**src/core/identify_capability_pkg.sv**
```systemverilog
/*
 * Constants, word indices and carrier types for the identification
 * capability words 63..84. Assumes a single 20 MHz clock domain.
 */
// Operation
// - word 63 high byte one-hot selected mode
// - bits 8..10 select modes 0..2, rest reserved
// - word 63 low byte cumulative support mask
// - supported timing fields raise word 53 bit 1
// - word 64 bit 1 mode 4, bit 0 mode 3
// - word 65 minimum DMA cycle, zero if unsupported
// - word 66 recommended cycle not below word 65
// - word 67 required for PIO 3+, not below 68
// - word 68 matches fastest supported PIO mode
// - unsupported PIO cycle words read zero
// - word 75 bits 4:0 hold depth minus one; the code always reads zero, as word 76 bit 6 is masked off
// - depth zero without queued or first-party DMA
// - word 76 serial link capability bits
// - word 78 supported serial feature bits 6..1
// - word 79 enabled bits, same positions
// - words 83,84 bit 14 one, bit 15 zero
// - word 82 fixed zero and one bits
// - word 82 bits 1,5,6 follow configuration
// - word 83 bit 0 set, 1,2,4 clear, 3 APM
package identify_capability_pkg;

    // ------------------------------------------------------------
    // word indices
    // ------------------------------------------------------------
    localparam logic [7:0] W_MDMA     = 8'h3F;
    localparam logic [7:0] W_APIO     = 8'h40;
    localparam logic [7:0] W_MDMA_MIN = 8'h41;
    localparam logic [7:0] W_MDMA_REC = 8'h42;
    localparam logic [7:0] W_PIO_NOFC = 8'h43;
    localparam logic [7:0] W_PIO_FC   = 8'h44;
    localparam logic [7:0] W_QDEPTH   = 8'h4B;
    localparam logic [7:0] W_SCAP     = 8'h4C;
    localparam logic [7:0] W_SFSUP    = 8'h4E;
    localparam logic [7:0] W_SFEN     = 8'h4F;
    localparam logic [7:0] W_CMDA     = 8'h52;
    localparam logic [7:0] W_CMDB     = 8'h53;
    localparam logic [7:0] W_CMDC     = 8'h54;

    // ------------------------------------------------------------
    // field layouts and fixed patterns
    // ------------------------------------------------------------
    localparam logic [15:0] CMDA_FIXED_ONE = 16'h7408;
    localparam logic [15:0] CMDA_CFG_MASK  = 16'h0062;
    localparam logic [15:0] CMDB_FIXED_ONE = 16'h4001;
    localparam logic [15:0] CMDC_FIXED_ONE = 16'h4000;
    localparam logic [15:0] APM_BIT        = 16'h0008;
    localparam logic [15:0] SCAP_MASK      = 16'h0706;
    localparam logic [15:0] SFEAT_MASK     = 16'h007E;
    localparam logic [15:0] MDMA_SEL_MASK  = 16'h0700;
    localparam logic [15:0] MDMA_SUP_MASK  = 16'h0007;
    localparam logic [15:0] APIO_MASK      = 16'h0003;
    localparam logic [15:0] QDEPTH_MASK    = 16'h001F;
    localparam int          FPDMA_BIT      = 6;
    localparam int          W53_TIMING_BIT = 1;
    localparam logic [15:0] WORD_ZERO      = 16'h0000;

    // ------------------------------------------------------------
    // drive configuration carrier
    // ------------------------------------------------------------
    typedef struct packed {
        logic [2:0]  mdmaSupport;   // cumulative support mask
        logic [1:0]  mdmaSelect;    // selected mode index
        logic        mdmaSelValid;  // a multiword mode is selected
        logic [1:0]  pioAdvanced;   // bit1 mode 4, bit0 mode 3
        logic [15:0] mdmaMinNs;
        logic [15:0] mdmaRecNs;
        logic [15:0] pioNoFlowNs;
        logic [15:0] pioFlowNs;
        logic [4:0]  queueDepthM1;
        logic [15:0] serialCaps;
        logic [15:0] serialSup;
        logic [15:0] serialEn;
        logic        securitySup;
        logic        writeCacheSup;
        logic        lookAheadSup;
        logic        apmSup;
    } drive_cfg_t;

endpackage : identify_capability_pkg

```
**src/core/identify_capability_words.sv**
```systemverilog
/*
 * Read-only capability identification words 63..84. Firmware holds
 * the drive configuration steady on cfg; the block decodes cfg
 * combinationally and answers word reads by index one cycle later.
 * Assumes cfg and the read port are on clk; no writes exist.
 */
`timescale 1ns/10ps
module identify_capability_words
    import identify_capability_pkg::*;
(
    // clock, reset, enable
    input  wire logic        clk,
    input  wire logic        rst_n,
    input  wire logic        clkEn,
    // drive configuration
    input  wire drive_cfg_t  cfg,
    // word read port
    input  wire logic        rdEn,
    input  wire logic [7:0]  rdIndex,
    output logic [15:0]      rdData_r,
    output logic             rdValid_r,
    // timing words valid flag for word 53
    output logic             timingValid_r
);

    // ------------------------------------------------------------
    // word assembly
    // ------------------------------------------------------------
    logic        pioSup;
    logic        mdmaSup;
    logic [2:0]  selOneHot;
    logic [15:0] wMdma;
    logic [15:0] wApio;
    logic [15:0] wMdmaMin;
    logic [15:0] wMdmaRec;
    logic [15:0] wPioNoFc;
    logic [15:0] wPioFc;
    logic [15:0] wQdepth;
    logic [15:0] wScap;
    logic [15:0] wSfSup;
    logic [15:0] wSfEn;
    logic [15:0] wCmdA;
    logic [15:0] wCmdB;
    logic [15:0] wCmdC;
    logic [15:0] rdData_nxt;
    logic        timingValid_nxt;

    assign pioSup  = |cfg.pioAdvanced;
    assign mdmaSup = |cfg.mdmaSupport;

    // one-hot selection, at most one bit
    assign selOneHot = cfg.mdmaSelValid ?
                       3'(3'h1 << cfg.mdmaSelect) : 3'h0;

    // cumulative support mask in low bits
    assign wMdma = ({5'h00, selOneHot, 8'h00} & MDMA_SEL_MASK)
                 | ({13'h0000, cfg.mdmaSupport} & MDMA_SUP_MASK);

    // advanced PIO modes 3 and 4
    assign wApio = {14'h0000, cfg.pioAdvanced} & APIO_MASK;

    // minimum DMA cycle, zero when unsupported
    assign wMdmaMin = mdmaSup ? cfg.mdmaMinNs : WORD_ZERO;

    assign wMdmaRec = !mdmaSup ? WORD_ZERO :
                      (cfg.mdmaRecNs < wMdmaMin) ? wMdmaMin :
                      cfg.mdmaRecNs;

    assign wPioFc = pioSup ? cfg.pioFlowNs : WORD_ZERO;

    // no-flow cycle never below flow cycle
    assign wPioNoFc = !pioSup ? WORD_ZERO :
                      (cfg.pioNoFlowNs < wPioFc) ? wPioFc :
                      cfg.pioNoFlowNs;

    // timing words present raise word 53 bit 1
    assign timingValid_nxt = mdmaSup | pioSup;

    // serial capability bits, bit 0 zero
    assign wScap = cfg.serialCaps & SCAP_MASK;

    // bits 4:0 always zero: word 76 bit 6 is outside SCAP_MASK
    // zero without first-party or queued DMA
    assign wQdepth = (wScap[FPDMA_BIT] && wCmdB[1]) ?
                     ({11'h000, cfg.queueDepthM1} & QDEPTH_MASK) :
                     WORD_ZERO;

    assign wSfSup = cfg.serialSup & SFEAT_MASK;

    assign wSfEn = cfg.serialEn & SFEAT_MASK;

    assign wCmdA = CMDA_FIXED_ONE
                 | ({9'h000, cfg.lookAheadSup, cfg.writeCacheSup,
                     3'h0, cfg.securitySup, 1'b0} & CMDA_CFG_MASK);

    assign wCmdB = CMDB_FIXED_ONE | (cfg.apmSup ? APM_BIT : WORD_ZERO);
    assign wCmdC = CMDC_FIXED_ONE;

    // unmapped and reserved words read zero
    always_comb begin
        case (rdIndex)
            W_MDMA:     rdData_nxt = wMdma;
            W_APIO:     rdData_nxt = wApio;
            W_MDMA_MIN: rdData_nxt = wMdmaMin;
            W_MDMA_REC: rdData_nxt = wMdmaRec;
            W_PIO_NOFC: rdData_nxt = wPioNoFc;
            W_PIO_FC:   rdData_nxt = wPioFc;
            W_QDEPTH:   rdData_nxt = wQdepth;
            W_SCAP:     rdData_nxt = wScap;
            W_SFSUP:    rdData_nxt = wSfSup;
            W_SFEN:     rdData_nxt = wSfEn;
            W_CMDA:     rdData_nxt = wCmdA;
            W_CMDB:     rdData_nxt = wCmdB;
            W_CMDC:     rdData_nxt = wCmdC;
            default:    rdData_nxt = WORD_ZERO;
        endcase
    end

    // ------------------------------------------------------------
    // output registers
    // ------------------------------------------------------------
    // no write path exists, so host traffic cannot alter any word
    always_ff @(posedge clk) begin
        if (!rst_n) begin
            rdData_r      <= WORD_ZERO;
            rdValid_r     <= 1'b0;
            timingValid_r <= 1'b0;
        end else if (clkEn) begin
            rdData_r      <= rdEn ? rdData_nxt : WORD_ZERO;
            rdValid_r     <= rdEn;
            timingValid_r <= timingValid_nxt;
        end
    end

endmodule : identify_capability_words

```
**config.mk**
```make
export PLATFORM = sky130hd
export DESIGN_NAME = identify_capability_words
export DESIGN_NICKNAME = d
export VERILOG_FILES = /design/src/core/identify_capability_pkg.sv /design/src/core/identify_capability_words.sv
export SDC_FILE = /design/constraint.sdc
export NUM_CORES = 1
export LEC_CHECK = 0
export ABC_AREA = 1
export BUFFER_PORTS_ARGS = -buffer_cell sky130_fd_sc_hd__buf_2
export CORE_ASPECT_RATIO = 1.1
export CORE_UTILIZATION = 50
export CTS_BUF_LIST = sky130_fd_sc_hd__clkbuf_2 sky130_fd_sc_hd__clkbuf_4 sky130_fd_sc_hd__clkbuf_8
export CTS_CLUSTER_DIAMETER = 50
export CTS_CLUSTER_SIZE = 14
export DETAILED_ROUTE_END_ITERATION = 8
export PLACE_DENSITY_LB_ADDON = 0.08
export RECOVER_POWER = 100
export SLEW_MARGIN = 15
export SYNTH_ARGS = -nofsm -noshare
export SYNTH_HDL_FRONTEND = slang
export SYNTH_SLANG_ARGS = --single-unit
export TNS_END_PERCENT = 30
```
**constraint.sdc**
```tcl
create_clock -name clk -period 7.4 [get_ports clk]
set_input_delay 1.11 -clock clk [delete_from_list [all_inputs] [get_ports clk]]
set_output_delay 1.11 -clock clk [all_outputs]
set_load 0.1 [all_outputs]
```
==> impl_results.md, run 1 <==
* PwrDens at 90.11 mW/mm^2
* Logic gate share of total power at 0.485
* Routed WL per cell at 14.24 um
* Initial Utilization at 0.5263
* Final hold violation count at 0
* Routed WL at 9456 um
* Kind of critical path: input port to register
* Top cell by count, worst path: nand2_1
* Crit path largest cell delay at 0.96 ns
* Peak VDD IR at 0.06614 mV
* Vias in the first global route at 3039
* Critical-path cell list: clkbuf_1 -> inv_1 -> nand2_1 -> nand2_1 -> ha_1 -> a21oi_1 -> o21ai_0 -> a21oi_1 -> nand2_1 -> nand2_1 -> nand3_1 -> nand3_1 -> nand2_1 -> a21oi_1
* Gr ovfl total at 0
* Synthesis Warnings at 0
* Clock net sink count at 18
* Final Skew at 0 ns
* Post-DP HPWL at a little under 8000 um
* Worst-path clk slew at 0.06 ns
* Nets@finish at 762
* Worst r2r src: rdData_r[13]
* Die width at 74.08 um
* Total GRT Usage at 0.3148
* Crit path from: cfg[122]
* Clock latency on the worst-skew pair at 0.24 ns
* Die ar. at 0.006022 mm^2
* Post-Syn Area per Cell at around 6.0 um^2
* Slew Viols, Final at 0
* Synth area leader: nand2_1
* Cell variety after synth at 41
* CTS tree: yes
* Worst hold path class: register to register
* CTS resizes at 0
* Setup TNS at 0 ns
* Detail Route Antenna Nets at 0
* Clock power share at 0.201
* Largest net degree at the start of global routing at 20
* Worst-path fanout max at 18
* RSZ-0062 raised after global routing: no
* Top-area cell type share of the netlist area at 0.1852
* Worst slew pin tran at roughly 1.2 ns
* Ys flop type: dfxtp_1
* Register bit total from synthesis at 18
* Port bufs at 122
* Setup bufs post-CTS at 0
* CP max stage cell: a21oi_1
* Final GP Congestion at 1.014
* Hold path start: rdData_r[9]
* Core Region at 0.005430 mm^2
* Post-layout util at 0.6376
* CP Launch Type: input port
* Clock root buffer: clkbuf_8
* Area Growth Syn to Fin at 21.15%
* Drt pass-1 iters at 5
* Inserted Clock Buffers at 3
* Commonest non-fill, non-tap cells in the layout: nand2_1, buf_2, nand3_1
* Chip Height at 81.29 um
* Rows at 28
* Number of flops mapped to enable cells by yosys at 0
* Max Clk Rate at 0.2097 GHz
* Post-CTS Hold Fix Bufs at 0
* Commonest non-fill, non-tap cell in the layout: nand2_1
* Final setup fails at 0
* Gate Count Post-Synth at about 480
* Switching Share at 0.3880
* Req. time, crit path at between 7 and 8 ns
* Switching power at 121.1 uW
* Worst Path Arrival at around 5 ns
* Sequential element share of the synthesized area at 0.1261
* Initial antenna violation count at 0
* CP Capture Type: register
* DR DRC count at 0
* R2R cell count at 2
* Diode count at 0
* I/O pin cnt at 159
* Initial DRC count at between 150 and 200
* Part of the power in registers at 0.314
* Min-Delay Path Depth at 2
* Post-route clock period utilization at 0.6444
* Area contributors post-synth: nand2_1, nand3_1, ha_1, dfxtp_1, inv_1
* Cell family with most CP delay: simple AND/OR/NAND/NOR gates
* Clk buf depth at 2
* Buf/Inv on CP at 2
* Avg Vias per Cell at approximately 5.4
* H-tree levels at 1
* Share of post-route cells with drive strength above 1 at 0.2207
* Fill cells at 573
* Mapped cell area at 0.002858 mm^2
* Max-cap violations at 0
* Syn Nets at about 650
* CP Depth at 14
* Leakage at 0.001848 uW
* Outcome: complete, no violations
* Int Power at about 190 uW
* First-pass GRT wire length at 14660 um
* Ys async rst share at 0
* Slew headroom at 0.1715
* Tmin final at 4.768 ns
* Via count at 3577
-- per-layer routing --
| layer | GRT usage | share of wire | vias up |
|---|---|---|---|
| met1 | 0.4316 | 0.44 | 1578 |
| li1 | - | - | 1827 |
| met5 | 0 | 0 | - |
| met2 | 0.5118 | 0.47 | 164 |
| met4 | 0.07885 | 0.011 | 0 |
| met3 | 0.04342 | 0.081 | 8 |
-- logic make-up (layout without fill, tap and decap cells) --
group                      Yosys count  count (layout)  share of synthesized area
adders and majority gates           30              30                     0.1313
and+or+nand+nor                    283             283                     0.4685
DFF                                 18              18                     0.1261
buffers and inverters               78             189                     0.1125
AOI/OAI and AO/OA                   69              69                     0.1616
-- final cells by class --
| cell class | instances | area [um^2] | share of cell area |
|---|---|---|---|
| repair buffers | 123 | 594.3 | 0.1717 |
| multi-input cells | 382 | 2136 | 0.6169 |
| inverters | 63 | 236.5 | 0.06831 |
| flip-flops and latches | 18 | 360.3 | 0.1041 |
| clock buffers | 3 | 41.29 | 0.01193 |
| well taps | 75 | 93.84 | 0.02711 |
-- worst paths after layout --
check                  to  slack (ns)
min reg2reg   rdData_r[9]        0.46
min           rdData_r[9]        0.46
max reg2reg  rdData_r[13]        6.78
max           rdData_r[6]        2.63
-- through the flow --
stage | hold WS (ns) | cell area (um^2) | std cells | worst slack (ns) | total power [uW]
6_report | 0.4619 | 3462 | 664 | 2.632 | 312.0
4_1_cts | 0.4622 | 3526 | 664 | 3.667 | 313.9
3_5_place_dp | 0.4532 | 3485 | 661 | 3.418 | 251.3
3_3_place_gp | 0.4482 | 3485 | 661 | 3.412 | 247.8
2_1_floorplan | 0.9054 | 2858 | 478 | 4.139 | 197.0
5_1_grt | 0.4811 | 3462 | 664 | 2.258 | 337.9
-- sequential cells by signal, indices dropped and copies added, names as in the netlist --
signal and cells:
rdData_r 16, rdValid_r 1, timingValid_r 1
-- cell usage after synthesis, drive strengths merged (4+ instances only) --
library cell and number:
nor2 25, a21oi 35, a211oi 4, buf 13, nand3 85, nand3b 10
inv 61, ha 30, nand2 147, o21ai 10, nor3 11, dfxtp 18
-- tightest hold or removal path: cells and delay by family (launching register included) --
family	cells	cell delay, ns
AND/OR/NAND/NOR	1	0.06
AO/OA/AOI/OAI	1	0.05
flip-flops	1	0.30
-- power by group through the flow --
stage | Clock [uW] | Combinational (uW) | Sequential (uW)
floorplan | 0 | 91.8 | 105
global placement | 0 | 148 | 100
detailed placement | 0 | 151 | 100
CTS | 64.1 | 152 | 97.9
global route | 70.2 | 170 | 97.9
finish | 62.6 | 151 | 98.0
Note: power is estimated with default switching activity, not from simulation.
==> run 2, diff against run 1 <==
Settings changed: CORE_UTILIZATION 50 to 42.
Clock period 7.4 ns to 4 ns, I/O delays scaled along.
==> impl_results.md, run 2 (synthesized netlist as in run 1, its figures left out) <==
* Top cell by count, worst path: nand2_1
* Commonest non-fill, non-tap cells in the layout: nand2_1, buf_2, nand3_1
* Port bufs at between 100 and 150
* Max FFs per register at 16
* Worst slew pin tran at ~1.2 ns
* Drt pass-1 iters at 7
* Clock latency on the worst-skew pair at 0.25 ns
* Switching power at 235.4 uW
* Layout Cells excl Fill at 673
* Buf/Inv on CP at 3
* Commonest non-fill, non-tap cell in the layout: nand2_1
* CTS tree: yes
* Logic gate share of total power at 0.466
* Clock power share at 0.237
* Worst-path fanout max at 18
* Worst-path clk slew at roughly 0.07 ns
* Placed cell area at around 0.0035 mm^2
* Req. time, crit path at 4.13 ns
* Int Power at 376.2 uW
* Post-route clock period utilization at 0.8252
* Footprint of the multi-input gates at 0.002158 mm^2
* Worst hold path class: register to register
* R2R cell count at 2
* Critical-path cell list: buf_2 -> inv_1 -> nand2_1 -> nand2_1 -> ha_1 -> a21oi_1 -> o21ai_0 -> a21oi_1 -> buf_4 -> nand3b_1 -> nand3_1 -> nand3_1 -> nand2_1 -> a21oi_2
* Register area at roughly 360 um^2
* Die ar. at approximately 0.0071 mm^2
* Clk buf depth at 2
* Setup bufs post-CTS at 0
* Routed WL per cell at 14.62 um
* Hold path start: rdData_r[11]
* Max Clk Rate at between 0.3 and 0.4 GHz
* Switching Share at 0.3849
* Leakage at 0.001863 uW
* Crit path largest cell delay at 0.50 ns
* I/O pin cnt at 159
* Gr ovfl total at 0
* Worst Path Arrival at approximately 3.4 ns
* Part of the power in registers at 0.296
* RSZ-0062 raised after global routing: no
* R2R Setup Slk at 3.37 ns
* Kind of critical path: input port to register
* Slew headroom at 0.2137
* Peak VDD IR at 0.2144 mV
* Setup TNS at 0 ns
* Placed cells at 669
* Nets@finish at 763
* Largest net degree at the start of global routing at 20
* Tmin final at 3.301 ns
* Final GP Congestion at 0.9913
* Post-CTS Hold Fix Bufs at 0
* H-tree levels at 1
* Fill cells at 778
* Fin Hold WS at 0.4653 ns
* Largest regs: rdData_r: 16 flops, rdValid_r: 1 flops, timingValid_r: 1 flops
* Cell area after layout at 0.003516 mm^2
* Final setup fails at 0
* Area Growth Syn to Fin at 23.03%
* Core Region at roughly 0.0066 mm^2
* CTS resizes at 0
* Avg Vias per Cell at 5.340
* Clock net sink count at 18
* Total GRT Usage at 0.2732
* Largest Register: rdData_r
* Via count at approximately 3600
* Min-Delay Path Depth at 2
* Chip Height at ~90 um
* Hold EP: rdData_r[11]
* Vias in the first global route at 3124
* Final Skew at 0 ns
* First-pass GRT wire length at 15040 um
* Max-cap violations at 0
* Die width at 80.65 um
* Initial DRC count at between 200 and 250
* CP Capture Type: register
* Outcome: complete, no violations
* CP Launch Type: input port
* PwrDens at 174.0 mW/mm^2
* Initial antenna violation count at 0
* Initial Utilization at 0.4334
* R2R Path End: timingValid_r
* Rows at 31
* Share of post-route cells with drive strength above 1 at 0.2335
* Slew Viols, Final at 0
* Clock root buffer: clkbuf_8
* Routed WL at slightly below 10000 um
* Worst r2r src: timingValid_r
* Detail Route Antenna Nets at 0
* Final hold violation count at 0
* Cell family with most CP delay: simple AND/OR/NAND/NOR gates
* Diode count at 0
* DR DRC count at 0
* Inserted Clock Buffers at 3
* Post-DP HPWL at 8139 um
* CP max stage cell: a21oi_1
## run 2: final cells by class
| class | instances | area share |
|---|---|---|
| multi-input cells | 382 | 0.6139 |
| repair buffers | 124 | 0.1715 |
| flip-flops and latches | 18 | 0.1025 |
| inverters | 63 | 0.06726 |
| well taps | 82 | 0.02918 |
| clock buffers | 4 | 0.01566 |
## run 2: worst max path at each step
stage,cells after the start,slack (ns),end,from
floorplan,14,1.25,rdData_r[4],cfg[126]
detailed placement,16,0.82,rdData_r[0],cfg[128]
CTS,16,1.09,rdData_r[6],cfg[128]
global route,14,0.46,rdData_r[9],cfg[122]
global placement,14,0.89,rdData_r[0],cfg[122]
finish,14,0.70,rdData_r[0],cfg[122]
## run 2: worst reg2reg max path: cells and delay by family (launching register included)
family	cells	cell delay, ns
AOI/OAI and AO/OA	2	0.21
DFF	1	0.31
## run 2: per-stage QoR
stage	utilization	power, uW	setup WS (ns)
final	0.5332	611.7	0.6994
after global placement	0.5309	464.6	0.8914
after floorplan	-	364.5	1.249
after global routing	0.5332	660.7	0.4559
after detailed placement	0.5309	469.4	0.8227
after CTS	0.5393	617.0	1.085
## run 2: power by group through the flow
| stage | Sequential, uW | Combinational, uW | Clock, uW |
|---|---|---|---|
| final | 181 | 285 | 145 |
| after global routing | 181 | 321 | 159 |
| after CTS | 181 | 286 | 150 |
| after detailed placement | 185 | 284 | 0 |
| after global placement | 185 | 279 | 0 |
| after floorplan | 195 | 170 | 0 |
## run 2: layer usage
metal,track usage,vias up,part of all wire,wire [um]
met4,0.05519,0,0.012,121
met5,0,-,0,0
met1,0.3778,1607,0.47,4590
met2,0.4730,142,0.46,4554
met3,0.008247,11,0.058,570
li1,-,1834,-,-
